`src/hw/nsd_pkg.sv`:
```
// shared constants and carrier types for the nibble-swap / direction-load unit
package nsd_pkg;

  // ----------------------------------------------------------------
  // instruction word layout
  // ----------------------------------------------------------------
  localparam int unsigned INSTR_W = 14;
  localparam int unsigned DATA_W = 8;
  localparam int unsigned NIB_W = 4;
  localparam int unsigned FADDR_W = 7;
  localparam int unsigned RF_ADDR_W = 8;
  localparam int unsigned OPC_MSB = 13;
  localparam int unsigned OPC_LSB = 8;
  localparam int unsigned DEST_BIT = 7;
  localparam int unsigned FILE_MSB = 6;
  localparam int unsigned DIRLD_LSB = 3;
  localparam int unsigned SEL_MSB = 2;
  localparam logic [5:0] OPC_NIBBLE_SWAP = 6'h0E;
  localparam logic [10:0] OPC_DIRECTION_LOAD = 11'h00C;

  // ----------------------------------------------------------------
  // direction registers
  // ----------------------------------------------------------------
  localparam int unsigned DIR_NUM = 3;
  localparam logic [2:0] DIR_SEL_FIRST = 3'h5;
  localparam logic [2:0] DIR_SEL_LAST = 3'h7;
  localparam logic [7:0] DIR_RESET = 8'hFF;
  localparam logic [7:0] DIR_FILE_BASE = 8'h85;
  localparam logic [7:0] DATA_ZERO = 8'h00;
  localparam logic [6:0] FADDR_ZERO = 7'h00;

  // ----------------------------------------------------------------
  // carriers
  // ----------------------------------------------------------------
  typedef struct packed {
    logic valid;
    logic [INSTR_W-1:0] word;
    logic [DATA_W-1:0] file_data;
    logic [DATA_W-1:0] w_data;
  } nsd_instr_s;

  typedef struct packed {
    logic we;
    logic [RF_ADDR_W-1:0] addr;
    logic [DATA_W-1:0] wdata;
  } nsd_rf_s;

  typedef struct packed {
    logic w_we;
    logic [DATA_W-1:0] w_wdata;
    logic f_we;
    logic [FADDR_W-1:0] f_waddr;
    logic [DATA_W-1:0] f_wdata;
    logic [DIR_NUM-1:0][DATA_W-1:0] dir;
    logic [DATA_W-1:0] rf_rdata;
    logic done;
    logic unknown;
  } nsd_state_s;

endpackage : nsd_pkg

```
`src/hw/nsd_exec.sv`:
```
// decode and execute unit for the nibble-swap and direction-load instructions
`timescale 1ns/100ps

// How it works
// - a nibble-swap result is the addressed file value with its two nibbles exchanged.
// - with the destination bit clear the swapped value goes to W and the file is untouched.
// - with the destination bit set the swapped value goes back to the file register read.
// - the direction-load word copies W into direction register five, six or seven.
// - ordinary register-file reads and writes also reach the three direction registers.
module nsd_exec
  import nsd_pkg::*;
(
  input wire logic clk_i,
  input wire logic rst_i,
  input wire nsd_instr_s instr_i,
  input wire nsd_rf_s rf_i,
  output logic w_we_o,
  output logic [DATA_W-1:0] w_wdata_o,
  output logic file_we_o,
  output logic [FADDR_W-1:0] file_waddr_o,
  output logic [DATA_W-1:0] file_wdata_o,
  output logic [DIR_NUM-1:0][DATA_W-1:0] dir_o,
  output logic [DATA_W-1:0] rf_rdata_o,
  output logic done_o,
  output logic unknown_o
);

  // ----------------------------------------------------------------
  // decode
  // ----------------------------------------------------------------
  nsd_state_s st_reg;
  nsd_state_s st_next;
  logic is_swap;
  logic is_dirld;
  logic dest_file;
  logic [DATA_W-1:0] swapped;
  logic [DIR_NUM-1:0] dl_hit;
  logic [DIR_NUM-1:0] rf_hit;

  // opcode match on the one instruction word
  assign is_swap = instr_i.valid && (instr_i.word[OPC_MSB:OPC_LSB] == OPC_NIBBLE_SWAP);
  // out-of-range selectors (0..4) are not a direction load at all
  assign is_dirld = instr_i.valid
    && (instr_i.word[OPC_MSB:DIRLD_LSB] == OPC_DIRECTION_LOAD)
    && (instr_i.word[SEL_MSB:0] >= DIR_SEL_FIRST);
  assign dest_file = instr_i.word[DEST_BIT];
  // plain rewiring, no adder, so it fits in the execute cycle
  // limitation: the file value comes in from the datapath, so swapping a direction
  // register through the file port sees the outer copy, not dir_o
  assign swapped = {instr_i.file_data[NIB_W-1:0], instr_i.file_data[DATA_W-1:NIB_W]};

  // ----------------------------------------------------------------
  // per direction register hit decode
  // ----------------------------------------------------------------
  generate
    for (genvar gi = 0; gi < DIR_NUM; gi++) begin : g_hit
      assign dl_hit[gi] = is_dirld
        && (instr_i.word[SEL_MSB:0] == 3'(DIR_SEL_FIRST + 3'(gi)));
      assign rf_hit[gi] = (rf_i.addr == 8'(DIR_FILE_BASE + 8'(gi)));

    end
  endgenerate

  // ----------------------------------------------------------------
  // next state
  // ----------------------------------------------------------------
  always_comb begin
    st_next = st_reg;
    st_next.w_we = 1'b0;
    st_next.f_we = 1'b0;
    st_next.done = 1'b0;
    st_next.unknown = 1'b0;
    st_next.rf_rdata = DATA_ZERO;
    // swap: route result by the destination bit
    if (is_swap) begin
      st_next.done = 1'b1;
      st_next.f_waddr = instr_i.word[FILE_MSB:0];
      if (dest_file) begin
        st_next.f_we = 1'b1;
        st_next.f_wdata = swapped;
      end else begin
        st_next.w_we = 1'b1;
        st_next.w_wdata = swapped;
      end
    end else if (is_dirld) begin
      st_next.done = 1'b1;
    end else if (instr_i.valid) begin
      st_next.unknown = 1'b1;
    end
    // ordinary access first, so a load in the same cycle wins
    for (int i = 0; i < DIR_NUM; i++) begin
      if (rf_hit[i]) begin
        st_next.rf_rdata = st_reg.dir[i];
        if (rf_i.we) begin
          st_next.dir[i] = rf_i.wdata;
        end
      end
      if (dl_hit[i]) begin
        st_next.dir[i] = instr_i.w_data;
      end
    end
  end

  // ----------------------------------------------------------------
  // state register
  // ----------------------------------------------------------------
  always_ff @(posedge clk_i) begin
    if (rst_i) begin
      st_reg.w_we <= 1'b0;
      st_reg.w_wdata <= DATA_ZERO;
      st_reg.f_we <= 1'b0;
      st_reg.f_waddr <= FADDR_ZERO;
      st_reg.f_wdata <= DATA_ZERO;
      st_reg.dir <= {DIR_NUM{DIR_RESET}};
      st_reg.rf_rdata <= DATA_ZERO;
      st_reg.done <= 1'b0;
      st_reg.unknown <= 1'b0;
    end else begin
      st_reg <= st_next;
    end
  end

  // outputs straight from the state flops, the done and unknown flag ports included
  assign w_we_o = st_reg.w_we;
  assign w_wdata_o = st_reg.w_wdata;
  assign file_we_o = st_reg.f_we;
  assign file_waddr_o = st_reg.f_waddr;
  assign file_wdata_o = st_reg.f_wdata;
  assign dir_o = st_reg.dir;
  assign rf_rdata_o = st_reg.rf_rdata;
  assign done_o = st_reg.done;
  assign unknown_o = st_reg.unknown;
endmodule : nsd_exec

```
`config.mk`:
```
export PLATFORM = sky130hd
export DESIGN_NAME = nsd_exec
export DESIGN_NICKNAME = d
export VERILOG_FILES = /design/src/hw/nsd_pkg.sv /design/src/hw/nsd_exec.sv
export SDC_FILE = /design/constraint.sdc
export NUM_CORES = 1
export LEC_CHECK = 0
export ABC_AREA = 1
export BUFFER_PORTS_ARGS = -buffer_cell sky130_fd_sc_hd__buf_2
export CAP_MARGIN = 10
export CORE_ASPECT_RATIO = 1.25
export CORE_UTILIZATION = 30
export CTS_CLUSTER_DIAMETER = 40
export DETAILED_ROUTE_END_ITERATION = 12
export PLACE_DENSITY = 0.59
export SETUP_SLACK_MARGIN = 0.3
export SLEW_MARGIN = 10
export SYNTH_ARGS = -nofsm -noshare
export SYNTH_HDL_FRONTEND = slang
export SYNTH_SLANG_ARGS = --single-unit
```
`constraint.sdc`:
```
create_clock -name clk_i -period 1.4 [get_ports clk_i]
set_input_delay 0.21 -clock clk_i [delete_from_list [all_inputs] [get_ports clk_i]]
set_output_delay 0.21 -clock clk_i [all_outputs]
set_load 0.03 [all_outputs]
```
======== Word-level counts from Yosys, hierarchy flattened ========
Cells that the tools add are included.
storage, ports and cells
  bits in registers ....................... 59
  input port bits ......................... 50
  output and inout port bits .............. 59
operators by class
  $lt $le $gt $ge ......................... 1
  eq/ne operators ......................... 8
  multiplexer cells ....................... 14
  bitwise logic cells ..................... 2
  reductions and logical operators ........ 19
operators with widths
  cell                                             number
  2-to-1 mux 8 bit                                 8
  == test 8 bit (second input constant)            3
  2-to-1 mux 16 bit                                1
  nonzero test 2 bit                               6
  == test 11 x 4 -> 1 bit (second input constant)  1
  AND reduction 2 bit                              5
  == test 3 bit (second input constant)            3
  2-to-1 mux 9 bit                                 1
  == test 6 x 4 -> 1 bit (second input constant)   1
  logical AND 1 bit                                6
  2-to-1 mux 1 bit                                 4
  >= comparator 3 bit (second input constant)      1
  OR reduction 3 bit                               1
  NOT 1 bit                                        2
  OR reduction 2 bit                               1

======== Logic depth before layout (Yosys ltp) ========
Gate-level depths: netlist of the first run.
  depth in word-level cells ............... 6
  gate-level depth with buffers ........... 10
  mapped depth without buffers ............ 9

======== Least setup slack after synthesis of the first run ========
No wires, ideal clock.
  path type ............................... input -> register
  start point ............................. input port instr_i[28] in the netlist's numbering
  end point ............................... register st_reg, in the netlist dir_o[10]
  setup time .............................. 0.134 ns
  data arrival time ....................... 1.094 ns
  data required time ...................... 1.266 ns
  slack ................................... 0.172 ns
  stages on the path ...................... 8
  path through ............................ nor2_1 nand2_1 nor2_1 buf_4 nand3_4 buf_6 nand3_1 nand3_1
between the ends
  word-level cells in the longest chain between the ends .. 6
  elaborated cells between the ends (all ways) .. 8
RTL lines
  item                                  line             source
  from (decl)                           nsd_exec.sv:15   input wire nsd_instr_s instr_i,
  == test 11 x 4 -> 1 bit *             nsd_exec.sv:44   && (instr_i.word[OPC_MSB:DIRLD_LSB] == OPC_DIRECTION_LOAD)
  logical AND 1 bit *                   nsd_exec.sv:44
  logical AND 1 bit *                   nsd_exec.sv:45   && (instr_i.word[SEL_MSB:0] >= DIR_SEL_FIRST);
  logical AND 1 bit *                   nsd_exec.sv:58   && (instr_i.word[SEL_MSB:0] == 3'(DIR_SEL_FIRST + 3'(gi)));
  nonzero test 2 bit (no source line)   -
  AND reduction 2 bit (no source line)  -
  to (signal assigned)                  nsd_exec.sv:119  st_reg <= st_next;
  to (decl)                             nsd_exec.sv:31   nsd_state_s st_reg;
Mark *: on every way between the ends. The rest lies on a longest branch, timed or not.
A chain may end at the register's enable or synchronous reset.

======== Final worst setup path of the first run ========
  start point ............................. register st_reg, in the netlist dir_o[16]
  end point ............................... output port dir_o[16] in the netlist's numbering
RTL lines
  item       line            source
  to (decl)  nsd_exec.sv:22  output logic [DIR_NUM-1:0][DATA_W-1:0] dir_o,
No word-level cell between the ends.

==> reports/qor.csv, run 1 <==
metric;value;unit
status;complete, no violations;
RSZ-0062 raised after global routing;yes;
post-synth top area cell;dfxtp_1;
Critical Path Source Type;flop;
Top-Level Pins;109;
final std cells w/o fill;731;
uppermost layer routed;met4;
Buffers on Ports;108;
Synth Area in Simple Gates;42.7;%
clk_lat worst skew;330;ps
CP delay by family, top;flip-flops;
die area;10800;µm²
Yosys cell types;28;
Yosys Warn Count;0;
CP Data Arrival Time;880;ps
cells on worst reg2reg path;2;
top cell type's share of synthesized area;37.8;%
Die Span X;93.3;µm
max_cap viols;0;
# fillers;1007;
initial antenna violation count;0;
synthesized instance count;463;
most frequent cells in the layout;nand2_1 (104), buf_2 (68), inv_1 (67), nand3_1 (67), dfxtp_1 (41);
Max-slew headroom;78.8;%
Min Clock Period, post-route;1090;ps
Clock transition at path regs;50;ps
first-pass GRT wire length;15400;µm
met1 wire length;4120;µm
critical path cell sequence;buf_6;
Final ANT Viol Nets;0;
post-synthesis xor/xnor area fraction;0;%
CTS tree;yes;
R2R Setup Slk;640;ps
WL/cell;14.3;µm
Slew Viols, Final;0;
async set or reset register ratio after synthesis;0;%
Max IR drop VDD;0.619;mV
drt pass-1 iters;5;
total CTS buffers;9;
reg2reg start;dir_o[16];
DRC;0;
Routed WL;10500;µm
Clock Tree Buf Depth;2;
FMAX;921;MHz
# placed instances;705;
metal3 WL;605;µm
hold slack final;134;ps
Chip Height;116;µm
setup TNS;0;ps
starting density of the core;30.9;%
# setup viols final;0;
largest family of logic cells by synthesized area;simple AND/OR/NAND/NOR gates;
Std-Cell Rows;41;
Final Skew;3.61;ps
Final period util;77.6;%
Final Hold Viols;0;
Post-Route Utilization;47.1;%
Post-Syn Area per Cell;6.75;µm²
Placeable Area;10100;µm²
Worst setup EP type;output port;
Buf/Inv on CP;1;
end of the worst hold path;file_waddr_o[5];
DR vias;3571;
Overflow after GRT;0;
WS Path Type;flop to output port;
initial DRC count;272;
clock sink count;59;
Inserted Diodes;0;
compound-gate portion of the synthesized area;6.33;%
CP required;1190;ps
DP Area;4070;µm²
Hold/Removal Path Class;input pin to flop;
design area;4760;µm²
Post-synth EDFFs;0;
Hold Startpoint;instr_i[21];
Via density;4.89;
Nets;647;
largest net degree at the start of global routing;29;
slowest CP cell;dfxtp_1;
post-synthesis net count;513;
routability cong.;0.861;
most common cell after layout, fill and taps aside;nand2_1;
PD cells;916;nW/µm²
top_reg_cell synth;dfxtp_1;
worst-path fanout max;3;
Worst R2R End;rf_rdata_o[0];
share of cells above drive strength 1;37.0;%
root cell of the clock tree;clkbuf_16;
vias in the first global route;3218;
met2 wire length;5250;µm
flops & latches, synth;59;
H-tree Lvls;3;
post-synthesis adder-cell area fraction;0;%
mapped cell area;3120;µm²
Post-DP HPWL;7760;µm
Area Overhead vs Synth;52.5;%
Leak Pwr;2.33;nW
Seq/Total Area, Yosys;37.8;%
gr usage total;18.8;%
CP peak stage delay;390;ps
top cells by area, synth;dfxtp_1 (38%), nand2_1 (13%), nand3_1 (12%);
Min-Delay Path Depth;3;
multiplexer share of the synthesized area;0;%
CTS Hold Buffers Added;0;
Slew @ Worst Pin;318;ps
cells by family after synthesis:
family                 count (synthesis)
flip-flops                            59
AND/OR/NAND/NOR                      267
AO/OA/AOI/OAI                         36
buffers and inverters                101
sequential cells by signal (all words and copies together) (netlist names):
register,flops
w_we_o,1
file_we_o,1
done_o,1
w_wdata_o,8
rf_rdata_o,8
file_wdata_o,8
file_waddr_o,7
unknown_o,1
dir_o,24
final cells by class:
cell class / count / area (µm²) / area share, %
Clock buffer: 10 / 229 / 4.81
Clock inverter: 6 / 80.1 / 1.68
Inverter: 82 / 320 / 6.72
Multi-Input combinational cell: 305 / 1670 / 35.0
Sequential cell: 59 / 1200 / 25.3
Tap cell: 129 / 161 / 3.39
Timing Repair Buffer: 140 / 1100 / 23.1
per-stage QoR:
step,worst slack [ps],power [mW]
6_report,314,4.36
5_1_grt,266,4.52
3_3_place_gp,-31.2,2.06
2_1_floorplan,248,1.89
3_5_place_dp,-63.5,2.07
4_1_cts,295,4.39
layer usage:
| layer | up-vias | global-route usage, % |
|---|---|---|
| met3 | 37 | 4.49 |
| met2 | 139 | 32.4 |
| met5 | - | 0 |
| met1 | 1612 | 21.6 |
| li1 | 1783 | - |
| met4 | 0 | 10.1 |
worst max-delay path by stage:
stage                           start              end  slack [ps]  depth (start not counted)
after CTS                   dir_o[15]        dir_o[15]         290                          1
after global placement    instr_i[21]         dir_o[8]         -30                         10
after detailed placement  instr_i[21]         dir_o[9]         -60                         10
after global routing      instr_i[28]  file_wdata_o[6]         270                         10
after floorplan           instr_i[21]        dir_o[10]         250                          9
final                       dir_o[16]        dir_o[16]         310                          1
power breakdown:
group	switching, mW	internal, mW	leakage (nW)
registers	0.00438	1.69	0.467
clock network	0.764	1.54	0.156
logic	0.226	0.136	1.70
total	0.995	3.37	2.33
timing repair:
| action | in CTS | in global routing |
|---|---|---|
| setup endpoints to repair | 31 | 61 |
| gates resized for setup | 47 | 43 |
| pin swaps | 1 | 6 |
| buffers inserted | 0 | 5 |
| cloned | 1 | 4 |
cell usage after synthesis (3+ instances only):
cell,number
nand2_1,106
nand3_1,77
inv_1,68
dfxtp_1,59
nand4_1,35
nor2_1,27
o21ai_1,17
a31oi_1,8
buf_2,7
clkinv_1,7
inv_2,7
o21ai_0,7
nor2_2,6
clkbuf_1,5
buf_4,4
nor2_4,4
nand3_4,3
tightest hold or removal path, stage by stage:
cell and delay (ps):
buf_6 110, inv_8 40, o21ai_1 60
No activity file was read; power rests on OpenSTA's default activity.
==> run 2: changes to the inputs <==
--- a/config.mk
+++ b/config.mk
@@ -12,7 +12,7 @@
 export CORE_UTILIZATION = 30
 export CTS_CLUSTER_DIAMETER = 40
 export DETAILED_ROUTE_END_ITERATION = 12
-export PLACE_DENSITY = 0.59
+export PLACE_DENSITY = 0.6
 export SETUP_SLACK_MARGIN = 0.3
 export SLEW_MARGIN = 10
 export SYNTH_ARGS = -nofsm -noshare
==> constraint.sdc (replaced) <==
create_clock -name clk_i -period 0.95 [get_ports clk_i]
set_input_delay 0.1425 -clock clk_i [delete_from_list [all_inputs] [get_ports clk_i]]
set_output_delay 0.1425 -clock clk_i [all_outputs]
set_load 0.03 [all_outputs]
==> run 2 against run 1 <==
  * The flow now finishes with violations (setup timing)
  * Die area did not move
  * Sequential power is 46% higher
  * First-iteration DRC count decreased by 24%
  * Final area is 38% higher
  * Routed wire length up 32%
  * Clock power up 44%
==> reports/qor.csv, run 2 (same netlist as run 1, synthesis figures left out) <==
metric;value;unit
WS Path Type;input pin to flop;
Min Clock Period, post-route;1090;ps
initial DRC count;206;
Pwr Total;6.62;mW
critical path cell sequence;buf_8, inv_12, nand2_4, nor2_4, buf_12, buf_16, nand3_4, nand3_2, nand2_2, inv_2, nand2_1;
# setup viols final;42;
cells on worst reg2reg path;4;
setup ws final;-137;ps
Final Skew;3.15;ps
Final Hold Viols;0;
Worst setup EP type;flop;
starting density of the core;30.9;%
routability cong.;0.849;
Buf/Inv on CP;5;
setup TNS;-1150;ps
CP Data Arrival Time;1310;ps
design area;6580;µm²
total CTS buffers;9;
failing checks;setup timing;
DP Area;4440;µm²
Max IR drop VDD;0.545;mV
CP required;1170;ps
most frequent cells in the layout;buf_6 (89), nand2_1 (70), buf_4 (64), inv_1 (56), dfxtp_2 (45);
Area Overhead vs Synth;110;%
Hold Startpoint;instr_i[21];
Post-Route Utilization;65.1;%
clock sink count;59;
reg2reg start;dir_o[21];
Routed WL;13800;µm
root cell of the clock tree;clkbuf_16;
Die Span X;93.3;µm
CTS Hold Buffers Added;0;
gr usage total;25.2;%
Placeable Area;10100;µm²
most common cell after layout, fill and taps aside;buf_6;
Critical Path Source Type;input pin;
first-pass GRT wire length;20600;µm
DRC;0;
Overflow after GRT;0;
share of cells above drive strength 1;67.3;%
CP delay by family, top;simple AND/OR/NAND/NOR gates;
worst-path fanout max;8;
H-tree Lvls;3;
Buffers on Ports;108;
Clock transition at path regs;50;ps
WL/cell;17.1;µm
DR vias;4190;
clk_lat worst skew;340;ps
Nets;723;
Hold/Removal Path Class;input pin to flop;
max_cap viols;0;
Slew Viols, Final;0;
Top-Level Pins;109;
slowest CP cell;nor2_4;
RSZ-0062 raised after global routing;yes;
PD cells;1010;nW/µm²
Inserted Diodes;0;
largest net degree at the start of global routing;21;
CTS tree;yes;
Final ANT Viol Nets;0;
max FFs per register;24;
end of the worst hold path;file_waddr_o[5];
Final period util;114;%
Min-Delay Path Depth;3;
Leak Pwr;3.05;nW
R2R Setup Slk;30;ps
Worst R2R End;rf_rdata_o[5];
initial antenna violation count;0;
status;complete, but fails checks;
pre-CTS setup slack;-368;ps
Post-DP HPWL;8120;µm
vias in the first global route;4037;
FMAX;920;MHz
Clock Tree Buf Depth;2;
CP peak stage delay;200;ps
Chip Height;116;µm
Max-slew headroom;79.7;%
die area;10800;µm²
Slew @ Worst Pin;305;ps
Via density;5.20;
Std-Cell Rows;41;
drt pass-1 iters;6;
-- run 2: final cells by class --
cell class	instances	area (µm²)
clock buffer	12	267
clock inverter	2	35.0
fill	707	3530
inverter	82	369
multi-input combinational	307	2310
sequential	59	1290
tap	129	161
timing repair buffer	214	2150
-- run 2: repair_timing --
action	in CTS	in global routing
setup buffers	41	10
pin swaps	59	54
gates resized for setup	339	53
cloned	8	1
endpoints found under the setup margin	118	118
-- run 2: where the power goes --
part           total [mW]  switching [mW]  internal, mW
sequential           2.46         0.00782          2.45
combinational       0.843           0.467         0.376
clock                3.32            1.11          2.21
-- run 2: worst min-delay path, cell delays in order --
cell and delay, ps:
buf_6 110, inv_8 40, o21ai_2 50
-- run 2: how the worst max path moves through the flow --
stage | to | cells past startpoint | startpoint | slack, ps
2_1_floorplan | dir_o[10] | 9 | instr_i[21] | -130
3_3_place_gp | dir_o[12] | 10 | instr_i[21] | -370
3_5_place_dp | dir_o[2] | 10 | rf_i[13] | -370
4_1_cts | dir_o[10] | 1 | dir_o[10] | -30
5_1_grt | dir_o[1] | 11 | rf_i[13] | -190
6_report | dir_o[1] | 11 | rf_i[13] | -140
-- run 2: metrics by stage --
step / hold WS (ps) / instances
finish: 45.6 / 805
global route: 42.8 / 805
CTS: 31.4 / 794
detailed placement: 428 / 731
global placement: 420 / 731
floorplan: 270 / 463
-- run 2: metal layers --
layer,vias to the layer above,routed length [µm],global-route usage [%]
li1,1946,-,-
met1,1980,5070,27.8
met2,203,7150,43.7
met3,61,883,5.79
met4,0,671,16.3
met5,-,0,0
